**src/cfd_pkg.sv**
```systemverilog
package cfd_pkg;

  // Channel count and per-channel field width
  localparam int NCH = 8;
  localparam int MODE_W = 2;

  // Clock rate
  localparam int CLK_FREQ_MHZ = 125;

  // Filter times in ns and derived cycle counts (least times round up)
  localparam int OFF_FILT_NS = 50000;
  localparam int OFF_FILT_CYC = (OFF_FILT_NS * CLK_FREQ_MHZ + 999) / 1000;
  localparam int OVL_DELAY_NS = 20000;
  localparam int OVL_DELAY_CYC = (OVL_DELAY_NS * CLK_FREQ_MHZ + 999) / 1000;
  localparam int HOT_FILT_NS = 1000;
  localparam int HOT_FILT_CYC = (HOT_FILT_NS * CLK_FREQ_MHZ + 999) / 1000;

  // Channel mode codes, two bits per channel
  localparam logic [1:0] MODE_CLEAR = 2'h0;
  localparam logic [1:0] MODE_ON = 2'h1;
  localparam logic [1:0] MODE_INPUT = 2'h2;
  localparam logic [1:0] MODE_OFF = 2'h3;

  // Register byte offsets
  localparam logic [4:0] ADDR_MODE = 5'h00;
  localparam logic [4:0] ADDR_DIAG = 5'h04;
  localparam logic [4:0] ADDR_IRQ_STATUS = 5'h08;
  localparam logic [4:0] ADDR_IRQ_ENABLE = 5'h0C;
  localparam logic [4:0] ADDR_IRQ_CLEAR = 5'h10;

  // Values after reset
  localparam logic [15:0] MODE_RESET = 16'hFFFF;
  localparam logic [7:0] IRQ_RESET = 8'h00;

  // Default two-bit fault codes
  localparam logic [1:0] CODE_NONE_DEF = 2'h0;
  localparam logic [1:0] CODE_OPEN_DEF = 2'h1;
  localparam logic [1:0] CODE_GND_DEF = 2'h2;
  localparam logic [1:0] CODE_BAT_DEF = 2'h3;
  localparam logic [1:0] CODE_HOT_DEF = 2'h3;

  // Stored fault kind of one channel
  typedef enum logic [2:0] {
    FLT_NONE,
    FLT_OPEN_LOAD,
    FLT_GROUND_SHORT,
    FLT_BATTERY_SHORT,
    FLT_OVERTEMP
  } cfd_fault_type;

endpackage

```
**src/cfd_diag.sv**
```systemverilog
// Design decisions made here: the address map and the Avalon-MM interface to the registers.
`timescale 1ns/1ps
`default_nettype none
// Function
// Overload is checked only while the stage is on: ON, or input high.
// Ground short and open load are checked only while the stage is off.
// Overtemperature while on stores the fault, turns off, needs clear mode to return.
// Overtemperature while clamping stores the fault; restart needs cool, no clamp, clear.
// Overtemperature while off without clamping stores nothing; restart automatic once cool.
// Clear mode disables detection and the diagnosis current sources.
// Every channel has its own two-bit fault field, eight fields in all.
// Ground short replaces open load; open load never replaces ground short.
// Host passes clear mode then an off mode to see open load after ground short.
// Off-state level: above open-load threshold fine, between open load, below ground short.
// Overload turns the channel off after the delay and latches; clear mode re-enables.
// Battery short replaces a stored open-load or ground-short code.
// With battery short stored, off-state faults are not recorded until clear mode.
// After clear, an off mode re-arms detection; result readable on next access.
// Host puts all channels into clear mode after power-on before trusting diagnosis.
// All four faults are recorded only after persisting for their filter time.
// Off-state filter time lies between 30 and 200 microseconds.
// The two-bit fault encoding is a design parameter.
module cfd_diag #(
  parameter logic [15:0] OFF_FILT_CYC = 16'(cfd_pkg::OFF_FILT_CYC),
  parameter logic [1:0] CODE_NONE = cfd_pkg::CODE_NONE_DEF,
  parameter logic [1:0] CODE_OPEN = cfd_pkg::CODE_OPEN_DEF,
  parameter logic [1:0] CODE_GND = cfd_pkg::CODE_GND_DEF,
  parameter logic [1:0] CODE_BAT = cfd_pkg::CODE_BAT_DEF,
  parameter logic [1:0] CODE_HOT = cfd_pkg::CODE_HOT_DEF
) (
  input wire logic CLK_IN,
  input wire logic RST_IN,
  // Avalon-MM slave
  input wire logic [4:0] ADDRESS_IN,
  input wire logic READ_IN,
  input wire logic WRITE_IN,
  input wire logic [31:0] WRITEDATA_IN,
  input wire logic [3:0] BYTEENABLE_IN,
  output logic [31:0] READDATA_OUT,
  output logic WAITREQUEST_OUT,
  // Per-channel analog and pin status
  input wire logic [cfd_pkg::NCH-1:0] PARALLEL_INPUT_IN,
  input wire logic [cfd_pkg::NCH-1:0] ABOVE_OPEN_LOAD_THRESHOLD_IN,
  input wire logic [cfd_pkg::NCH-1:0] BELOW_GROUND_SHORT_THRESHOLD_IN,
  input wire logic [cfd_pkg::NCH-1:0] OVERLOAD_IN,
  input wire logic [cfd_pkg::NCH-1:0] THERMAL_TRIP_IN,
  input wire logic [cfd_pkg::NCH-1:0] CLAMPING_IN,
  // Per-channel controls and the shared interrupt output
  output logic [cfd_pkg::NCH-1:0] GATE_ON_OUT,
  output logic [cfd_pkg::NCH-1:0] DIAG_CURRENT_EN_OUT,
  output logic IRQ_OUT
);
  import cfd_pkg::*;

  localparam logic [15:0] OVL_CYC = 16'(OVL_DELAY_CYC);
  localparam logic [15:0] HOT_CYC = 16'(HOT_FILT_CYC);

  // Bus, status and synchroniser state
  logic [15:0] mode_reg;
  logic [7:0] irq_status_reg;
  logic [7:0] irq_enable_reg;
  logic wait_reg;
  logic [31:0] rdata_reg;
  logic irq_reg;
  logic [5:0][NCH-1:0] meta_reg;
  logic [5:0][NCH-1:0] sync_reg;
  wire [NCH-1:0] gate_w;
  wire [NCH-1:0] cur_w;
  wire [NCH-1:0] evt_w;
  wire [15:0] diag_w;
  logic [31:0] rdata_next;
  logic [7:0] clr_bits;
  logic wr_take;

  // Two-flop synchronisers for all pin and comparator inputs
  always_ff @(posedge CLK_IN) begin
    if (RST_IN) begin
      meta_reg <= '0;
      sync_reg <= '0;
    end else begin
      meta_reg <= {CLAMPING_IN, THERMAL_TRIP_IN, OVERLOAD_IN,
                   BELOW_GROUND_SHORT_THRESHOLD_IN, ABOVE_OPEN_LOAD_THRESHOLD_IN,
                   PARALLEL_INPUT_IN};
      sync_reg <= meta_reg;
    end
  end

  // Per-channel fault detection and output stage control
  genvar ch;
  generate
    for (ch = 0; ch < NCH; ch++) begin : g_ch
      // Local signals of one channel
      logic [1:0] mode;
      logic pin, above_open, below_gnd, ovl, trip, clamp;
      logic clear, on_req, on_stage, off_stage;
      logic ovl_c, hot_c, gnd_c, open_c;
      logic ovl_hit, hot_hit, gnd_hit, open_hit;
      logic [15:0] ovl_cnt_reg;
      logic [15:0] hot_cnt_reg;
      logic [15:0] gnd_cnt_reg;
      logic [15:0] open_cnt_reg;
      logic lock_reg;
      logic gate_reg;
      logic cur_reg;
      logic evt_reg;
      cfd_fault_type fault_reg;
      cfd_fault_type fault_next;

      // Mode field and synchronised inputs of this channel
      assign mode = mode_reg[2*ch +: 2];
      assign pin = sync_reg[0][ch];
      assign above_open = sync_reg[1][ch];
      assign below_gnd = sync_reg[2][ch];
      assign ovl = sync_reg[3][ch];
      assign trip = sync_reg[4][ch];
      assign clamp = sync_reg[5][ch];
      // Stage decode
      assign clear = (mode == MODE_CLEAR);
      assign on_req = (mode == MODE_ON) || (mode == MODE_INPUT && pin);
      assign on_stage = on_req && !lock_reg;
      assign off_stage = !clear && !on_req;
      // Fault conditions, gated by stage state
      assign ovl_c = on_stage && ovl;
      assign hot_c = trip && (on_stage || (off_stage && clamp));
      assign gnd_c = off_stage && below_gnd;
      assign open_c = off_stage && !below_gnd && !above_open;
      // Filter end points, one cycle before the counter saturates
      assign ovl_hit = ovl_c && (ovl_cnt_reg == OVL_CYC - 16'h0001);
      assign hot_hit = hot_c && (hot_cnt_reg == HOT_CYC - 16'h0001);
      assign gnd_hit = gnd_c && (gnd_cnt_reg == OFF_FILT_CYC - 16'h0001);
      assign open_hit = open_c && (open_cnt_reg == OFF_FILT_CYC - 16'h0001);

      // Persistence counters, restart whenever the condition drops
      always_ff @(posedge CLK_IN) begin
        if (RST_IN || !ovl_c) begin
          ovl_cnt_reg <= 16'h0000;
        end else if (ovl_cnt_reg != OVL_CYC) begin
          ovl_cnt_reg <= ovl_cnt_reg + 16'h0001;
        end
      end

      always_ff @(posedge CLK_IN) begin
        if (RST_IN || !hot_c) begin
          hot_cnt_reg <= 16'h0000;
        end else if (hot_cnt_reg != HOT_CYC) begin
          hot_cnt_reg <= hot_cnt_reg + 16'h0001;
        end
      end

      always_ff @(posedge CLK_IN) begin
        if (RST_IN || !gnd_c) begin
          gnd_cnt_reg <= 16'h0000;
        end else if (gnd_cnt_reg != OFF_FILT_CYC) begin
          gnd_cnt_reg <= gnd_cnt_reg + 16'h0001;
        end
      end

      always_ff @(posedge CLK_IN) begin
        if (RST_IN || !open_c) begin
          open_cnt_reg <= 16'h0000;
        end else if (open_cnt_reg != OFF_FILT_CYC) begin
          open_cnt_reg <= open_cnt_reg + 16'h0001;
        end
      end

      // Fault field update with overwrite priorities
      always_comb begin
        fault_next = fault_reg;
        if (clear) begin
          fault_next = FLT_NONE;
        end else if (ovl_hit) begin
          fault_next = FLT_BATTERY_SHORT;
        end else if (hot_hit) begin
          fault_next = FLT_OVERTEMP;
        end else if (gnd_hit && fault_reg != FLT_BATTERY_SHORT &&
                     fault_reg != FLT_OVERTEMP) begin
          fault_next = FLT_GROUND_SHORT;
        end else if (open_hit && fault_reg == FLT_NONE) begin
          fault_next = FLT_OPEN_LOAD;
        end
      end

      // Field register and a one-cycle event towards the status bits
      always_ff @(posedge CLK_IN) begin
        if (RST_IN) begin
          fault_reg <= FLT_NONE;
          evt_reg <= 1'b0;
        end else begin
          fault_reg <= fault_next;
          evt_reg <= (fault_next != fault_reg) && (fault_next != FLT_NONE);
        end
      end

      // Shutdown latch: held until clear mode and every cause has gone
      always_ff @(posedge CLK_IN) begin
        if (RST_IN) begin
          lock_reg <= 1'b0;
        end else if (ovl_hit || hot_hit) begin
          lock_reg <= 1'b1;
        end else if (clear && !trip && !ovl && !clamp) begin
          lock_reg <= 1'b0;
        end
      end

      // Output stage and diagnosis current sources
      always_ff @(posedge CLK_IN) begin
        if (RST_IN) begin
          gate_reg <= 1'b0;
          cur_reg <= 1'b0;
        end else begin
          gate_reg <= on_stage && !trip && !ovl_hit && !hot_hit;
          cur_reg <= !clear;
        end
      end

      assign gate_w[ch] = gate_reg;
      assign cur_w[ch] = cur_reg;
      assign evt_w[ch] = evt_reg;
      // Encoded two-bit field of this channel
      assign diag_w[2*ch +: 2] = (fault_reg == FLT_OPEN_LOAD) ? CODE_OPEN :
                                 (fault_reg == FLT_GROUND_SHORT) ? CODE_GND :
                                 (fault_reg == FLT_BATTERY_SHORT) ? CODE_BAT :
                                 (fault_reg == FLT_OVERTEMP) ? CODE_HOT : CODE_NONE;
    end
  endgenerate

  // A request is taken on the edge that sees waitrequest low
  assign wr_take = WRITE_IN && !wait_reg;

  // Read mux, unmapped and write-only offsets read as zero
  always_comb begin
    rdata_next = 32'h00000000;
    case (ADDRESS_IN)
      ADDR_MODE: rdata_next = {16'h0000, mode_reg};
      ADDR_DIAG: rdata_next = {16'h0000, diag_w};
      ADDR_IRQ_STATUS: rdata_next = {24'h000000, irq_status_reg};
      ADDR_IRQ_ENABLE: rdata_next = {24'h000000, irq_enable_reg};
      default: rdata_next = 32'h00000000;
    endcase
  end

  // One wait cycle per access, then the answer
  always_ff @(posedge CLK_IN) begin
    if (RST_IN) begin
      wait_reg <= 1'b1;
    end else if ((READ_IN || WRITE_IN) && wait_reg) begin
      wait_reg <= 1'b0;
    end else begin
      wait_reg <= 1'b1;
    end
  end

  // Read data captured only for reads, so a write leaves the last answer standing
  always_ff @(posedge CLK_IN) begin
    if (RST_IN) begin
      rdata_reg <= 32'h00000000;
    end else if (READ_IN && wait_reg) begin
      rdata_reg <= rdata_next;
    end
  end

  // Channel mode register with byte lanes
  always_ff @(posedge CLK_IN) begin
    if (RST_IN) begin
      mode_reg <= MODE_RESET;
    end else if (wr_take && ADDRESS_IN == ADDR_MODE) begin
      if (BYTEENABLE_IN[0]) begin
        mode_reg[7:0] <= WRITEDATA_IN[7:0];
      end
      if (BYTEENABLE_IN[1]) begin
        mode_reg[15:8] <= WRITEDATA_IN[15:8];
      end
    end
  end

  // Interrupt enable register
  always_ff @(posedge CLK_IN) begin
    if (RST_IN) begin
      irq_enable_reg <= IRQ_RESET;
    end else if (wr_take && ADDRESS_IN == ADDR_IRQ_ENABLE && BYTEENABLE_IN[0]) begin
      irq_enable_reg <= WRITEDATA_IN[7:0];
    end
  end

  // Sticky status, a new fault wins over a clear in the same cycle
  assign clr_bits = (wr_take && ADDRESS_IN == ADDR_IRQ_CLEAR && BYTEENABLE_IN[0]) ?
                    WRITEDATA_IN[7:0] : 8'h00;

  always_ff @(posedge CLK_IN) begin
    if (RST_IN) begin
      irq_status_reg <= IRQ_RESET;
      irq_reg <= 1'b0;
    end else begin
      irq_status_reg <= (irq_status_reg & ~clr_bits) | evt_w;
      irq_reg <= |(((irq_status_reg & ~clr_bits) | evt_w) & irq_enable_reg);
    end
  end

  assign READDATA_OUT = rdata_reg;
  assign WAITREQUEST_OUT = wait_reg;
  assign GATE_ON_OUT = gate_w;
  assign DIAG_CURRENT_EN_OUT = cur_w;
  assign IRQ_OUT = irq_reg;

endmodule
`default_nettype wire

```
**config.mk**
```make
export PLATFORM = sky130hd
export DESIGN_NAME = cfd_diag
export DESIGN_NICKNAME = d
export VERILOG_FILES = /design/src/cfd_pkg.sv /design/src/cfd_diag.sv
export SDC_FILE = /design/constraint.sdc
export NUM_CORES = 1
export LEC_CHECK = 0
export ABC_CLOCK_PERIOD_IN_PS = 3000
export BUFFER_PORTS_ARGS = -buffer_cell sky130_fd_sc_hd__buf_4
export CAP_MARGIN = 10
export CORE_UTILIZATION = 50
export DETAILED_ROUTE_END_ITERATION = 16
export GPL_ROUTABILITY_DRIVEN = 0
export PLACE_DENSITY = 0.67
export SLEW_MARGIN = 20
export SYNTH_ARGS = -nofsm -noshare
export SYNTH_HDL_FRONTEND = slang
export SYNTH_SLANG_ARGS = --single-unit
export TNS_END_PERCENT = 1
```
**constraint.sdc**
```tcl
create_clock -name CLK_IN -period 3 [get_ports CLK_IN]
set_input_delay 0.6 -clock CLK_IN [delete_from_list [all_inputs] [get_ports CLK_IN]]
set_output_delay 0.6 -clock CLK_IN [all_outputs]
set_load 0.02 [all_outputs]
```
* After elaboration in Yosys (flattened, before gate mapping)
Cells that the tools add are included.
** Cells by class
- Add/sub/neg operators :: 32
- Multipliers :: 0
- Divide/modulo/power cells :: 0
- Order comparisons :: 0
- Equality and inequality tests :: 140
- Shift operators :: 0
- Mux-type cells :: 91
- Bitwise logic cells :: 4
- Reductions and logical operators :: 398
** Operators by type and width (number)
- 16-bit by 1-bit adder with 16-bit output (second input constant) :: 32
- 16-bit by 13-bit == test with 1-bit output (second input constant) :: 16
- 16-bit by 13-bit inequality test with 1-bit output (second input constant) :: 16
- 1-bit logical AND :: 192
- 16-bit by 12-bit == test with 1-bit output (second input constant) :: 8
- 16-bit by 7-bit == test with 1-bit output (second input constant) :: 8
- 16-bit by 12-bit inequality test with 1-bit output (second input constant) :: 8
- 16-bit by 7-bit inequality test with 1-bit output (second input constant) :: 8
- 3-bit 2-to-1 mux :: 40
- 1-bit logical NOT :: 113
- 2-bit 2-to-1 mux :: 32
- 16-bit case mux with 4 select lines :: 1
- 1-bit logical OR :: 57
- 3-bit by 2-bit == test with 1-bit output (second input constant) :: 16
- 3-bit by 1-bit == test with 1-bit output (second input constant) :: 8
- 3-bit == test (second input constant) :: 8
- 3-bit logical NOT :: 8
- 3-bit by 2-bit inequality test with 1-bit output (second input constant) :: 8
- 3-bit inequality test :: 8
- 3-bit inequality test (second input constant) :: 8
- 3-bit nonzero test :: 8
- 1-bit 2-to-1 mux :: 17
- 8-bit bitwise AND :: 2
- 2-bit by 1-bit == test with 1-bit output (second input constant) :: 8
- other kinds (12) :: 35
** Word-level totals
- Register bits after elaboration :: 730
- Bits in latches :: 0
- Bits in writable memories :: 0
- Memory bits (read-only) :: 0
- Bits of input ports :: 93
- Output and inout port bits :: 50
- Memories kept :: 0

* Longest topological paths before layout
- Depth in word-level cells :: 16
- Gate-level depth with buffers :: 9

* Worst setup path after synthesis
No wires, ideal clock.
- Path kind :: input port to flip-flop
- From :: in ADDRESS_IN[1]
- To :: reg mode_reg[10]
- Library setup time :: 0.129 ns
- Arrival time :: 2.102 ns
- Slack :: 0.768 ns
- Stages on the path :: 6
- Cells stage by stage :: or3_1 > nor3_1 > and4b_1 > buf_2 > mux2i_1 > nand2_1
** On the way
- Word-level cells in the longest chain between the ends :: 3
** RTL lines
- start, declared :: RTL line cfd_diag.sv:34 : input wire logic [4:0] ADDRESS_IN,
- 5-bit logical NOT :: RTL line cfd_diag.sv:266 : end else if (wr_take && ADDRESS_IN == ADDR_MODE) begin
- 1-bit logical AND :: RTL line cfd_diag.sv:266
- 2-bit AND reduction (no line)
- end signal, assigned :: RTL line cfd_diag.sv:271 : mode_reg[15:8] <= WRITEDATA_IN[15:8];
- end, declared :: RTL line cfd_diag.sv:59 : logic [15:0] mode_reg;
Every way passes these cells.
A chain may end at the register's enable or synchronous reset.

* Final worst setup path
- From :: reg mode_reg[11]
- To :: reg g_ch[5].evt_reg
** On the way
- Word-level cells in the longest chain between the ends :: 16
** RTL lines
- 2-bit == test :: RTL line cfd_diag.sv:119 : assign on_req = (mode == MODE_ON) || (mode == MODE_INPUT && pin);
- 1-bit logical AND :: RTL line cfd_diag.sv:119
- 1-bit logical OR :: RTL line cfd_diag.sv:119
- 1-bit logical NOT :: RTL line cfd_diag.sv:121 : assign off_stage = !clear && !on_req;
- 1-bit logical AND :: RTL line cfd_diag.sv:121
- 1-bit logical AND (2 in series) :: RTL line cfd_diag.sv:126 : assign open_c = off_stage && !below_gnd && !above_open;
- 1-bit logical AND :: RTL line cfd_diag.sv:131 : assign open_hit = open_c && (open_cnt_reg == OFF_FILT_CYC - 16'h0001);
- 1-bit logical AND :: RTL line cfd_diag.sv:178 : end else if (open_hit && fault_reg == FLT_NONE) begin
- 3-bit 2-to-1 mux :: RTL line cfd_diag.sv:178
- 3-bit 2-to-1 mux :: RTL line cfd_diag.sv:175 : end else if (gnd_hit && fault_reg != FLT_BATTERY_SHORT &&
- 3-bit 2-to-1 mux :: RTL line cfd_diag.sv:173 : end else if (hot_hit) begin
- 3-bit 2-to-1 mux :: RTL line cfd_diag.sv:171 : end else if (ovl_hit) begin
- 3-bit 2-to-1 mux (*) :: RTL line cfd_diag.sv:169 : if (clear) begin
- 3-bit inequality test or 3-bit nonzero test (tied branches) :: RTL line cfd_diag.sv:190 : evt_reg <= (fault_next != fault_reg) && (fault_next != FLT_NONE);
- 1-bit logical AND (*) :: RTL line cfd_diag.sv:190
- end signal, assigned :: RTL line cfd_diag.sv:190
- end, declared :: RTL line cfd_diag.sv:105 : logic evt_reg;
Every way passes the cells marked *; elsewhere a longest branch is shown, timed or not.

==> flow_summary.toml <==
[critical_path]
rr_startpoint = "mode_reg[11]"
worstPathRequired_ns = 3.50
cp.arrival_ns = 2.91
path_cells = "nand3b_1 -> a21oi_1 -> o2111ai_1 -> and2_4 -> o21a_1 -> o221a_1 -> a311oi_1"
crit_fanout = 9
setup.worst_path.start = "mode_reg[11]"
path_class = "reg -> reg"
startpoint_type = "register"
critPathSlowestCell = "dfxtp_1"
end_kind = "register"
slowest_delay_ns = 0.46

[clock_tree]
ctsHoldBuffers = 0
clk_pin_slew_ns = 0.06
clock_sinks = 714
cts_tree = "yes"
cts.repair.resized = 0
cts_root_buf = "clkbuf_16"
h-tree-depth = 3
clk_path_buf_depth = 3
cts_setup_buffers = 0
clock_latency_ns = 0.62
cts_buffers = 78

[drt]
vias = 23900
wl_um = 63100
dr.first_iter.drc_count = 1252
drtAntennaViolNets = 0
wl_per_cell_um = 13.6
firstDrtPassIters = 5
vias_per_cell = 5.15
drc = 0

[placed_design]
place_inst = 4503
dp_hpwl_um = 43700
dpl_cell_area_um2 = 33000
place_ws_ns = 0.584
io_buffers = 108

[pwr]
p_comb_share_pct = 2.5
peakVddDrop_mv = 0.420
p_clk_share_pct = 49.9
power.internal_mw = 16.1
p_total_mw = 20.3
swShare_pct = 20.8
seqPwrFrac_pct = 47.6
powerDensity_nw_per_um2 = 568
leakage_nw = 12.7
p_sw_mw = 4.22

[floorplan]
die_h_um = 253
coreArea_um2 = 61900
die_w_um = 253
initial_core_util_pct = 50.8
io_pins = 143
rows = 91
die_area_um2 = 64000

[global_routing]
antenna_found_initial = 3
track_usage_pct = 19.8
grt_pass1_vias = 22300
grt_start_max_net_pins = 39
grt_pass1_wl_um = 106000
overflow = 0

[finish]
drive_above_1_share_pct = 8.01
final_cells = 4645
area_growth_pct = 13.6
postLayoutCellArea_um2 = 35800
fin_nets = 3927
diodes = 0

[sta]
fmax_mhz = 416
slew_viol_final = 0
fin_crit_ns = 2.40
fin_ws_ns = 0.596
hold_violations = 0
skew_ns = 0.0224
setup_viol = 0
fin_setup_tns_ns = 0
worstMarginPinSlew_ns = 0.915
post-route-period-util_pct = 80.1
timing.slew.headroom_pct = 39.0
grt_setup_unrepaired = "false"

[yosys]
yosysWarnings = 0
ys_seq_elements = 714
syn_avg_cell_area_um2 = 8.64
async_reset_ff_share_pct = 0
syn_inst = 3643
synth_ff_type = "dfxtp_1"
syn_area_um2 = 31500
synth_edf_count = 0
synthDistinctLibCells = 72
synth-seq-area-share_pct = 45.4

[min_path]
hold_class = "in -> reg"
min_from = "ABOVE_OPEN_LOAD_THRESHOLD_IN[3]"

[flow_run]
maxCapViolations = 0

[outcome]
outcome = "complete, no violations"
-- metal layers --
| layer | track usage (%) | wire [um] |
|---|---|---|
| met1 | 27.5 | 31800 |
| met2 | 31.0 | 27500 |
| met3 | 3.82 | 2260 |
| met4 | 5.66 | 1390 |
| met5 | 0 | 34 |
-- placed cells by master, fill, tap and decap left out, types with 9 or more instances in the layout --
cell type,netlist,layout
nor2b_1,118,118
or4_1,9,9
nor4_1,52,52
or3_1,58,58
mux2_2,12,12
inv_1,119,119
a221oi_1,10,10
clkbuf_1,85,16
and3_1,116,116
clkbuf_16,0,82
nor2_1,607,607
or2_2,21,21
nand2b_1,27,27
nor4bb_1,13,13
xor2_1,282,282
ha_1,88,88
xnor2_1,133,133
dfxtp_1,714,714
bufinv_16,0,10
and4_1,33,33
a211oi_1,25,25
a21oi_1,119,119
a31oi_1,12,12
nand3_1,221,221
conb_1,1,16
buf_4,33,127
nand3b_1,11,11
clkbuf_8,0,18
nor3_1,56,55
nand4_1,90,90
o21ai_0,104,104
mux2i_1,23,23
nand2_1,312,312
and2_1,23,23
nor4b_1,18,18
-- cells by family (layout without fill, tap and decap cells) --
| kind of cell | count (synthesis) | count (layout) | synth area share [%] |
|---|---|---|---|
| AND/OR/NAND/NOR | 1820 | 1820 | 28.8 |
| flip-flops | 714 | 714 | 45.4 |
| XOR/XNOR | 415 | 415 | 11.5 |
| AO/OA/AOI/OAI | 326 | 326 | 6.08 |
| buffers and inverters | 241 | 391 | 3.27 |
| adder cells (fa/ha/maj) | 88 | 88 | 3.50 |
| multiplexers | 38 | 38 | 1.38 |
| other | 1 | 16 | 0.0119 |
-- metrics by stage --
stage          utilization, %  hold slack, ns
6_report                 57.7           0.191
5_1_grt                  57.7           0.168
4_1_cts                  57.7           0.155
3_5_place_dp             53.3           0.422
3_3_place_gp             53.3           0.419
2_1_floorplan               -           0.414
-- synth_stat cells, drive strengths merged, types with 21 or more instances --
cell type	count	area share, %
buf	36	0.83
inv	119	1.4
xnor2	133	3.7
o21ai	105	1.7
or3	58	1.2
and2	25	0.50
or2	21	0.42
nand3	221	3.5
nor4	55	1.2
mux2i	23	0.73
nor2b	118	2.3
nor2	607	7.2
dfxtp	714	45
a211oi	25	0.60
nand2	312	3.7
nor3	56	0.89
ha	88	3.5
a21oi	119	1.9
xor2	282	7.8
and4	33	0.92
and3	116	2.3
nand4	91	1.8
clkbuf	85	1.0
nand2b	27	0.54
-- power by group through the flow --
stage               clock network, mW  registers (mW)  logic, mW
floorplan                           0            9.87      0.308
global placement                    0            9.88      0.508
detailed placement                  0            9.88      0.512
CTS                              10.4            9.67      0.515
global route                     10.8            9.68      0.562
finish                           10.1            9.68      0.507
-- path summary, 6_finish.rpt --
kind,cells past startpoint,endpoint,slack [ns]
worst min register to register,1,g_ch[3].clamp,0.42
worst max-delay path,7,g_ch[5].evt_reg,0.60
worst min-delay path,2,meta_reg[11],0.19
worst max register to register,7,g_ch[5].evt_reg,0.60
-- layout make-up --
cell class	count	area [um2]
fill	5684	26200
multi-input combinational	2703	16200
sequential	714	14300
clock buffer	116	2360
tap	837	1050
timing repair buffer	129	985
inverter	120	450
clock inverter	26	413
-- critical path: cells and delay by family (launching register included) --
kind / cells / cell delay (ns)
and+or+nand+nor: 2 / 0.39
DFF: 1 / 0.46
AOI/OAI and AO/OA: 5 / 1.44
Power figures use the tool's default switching activity.
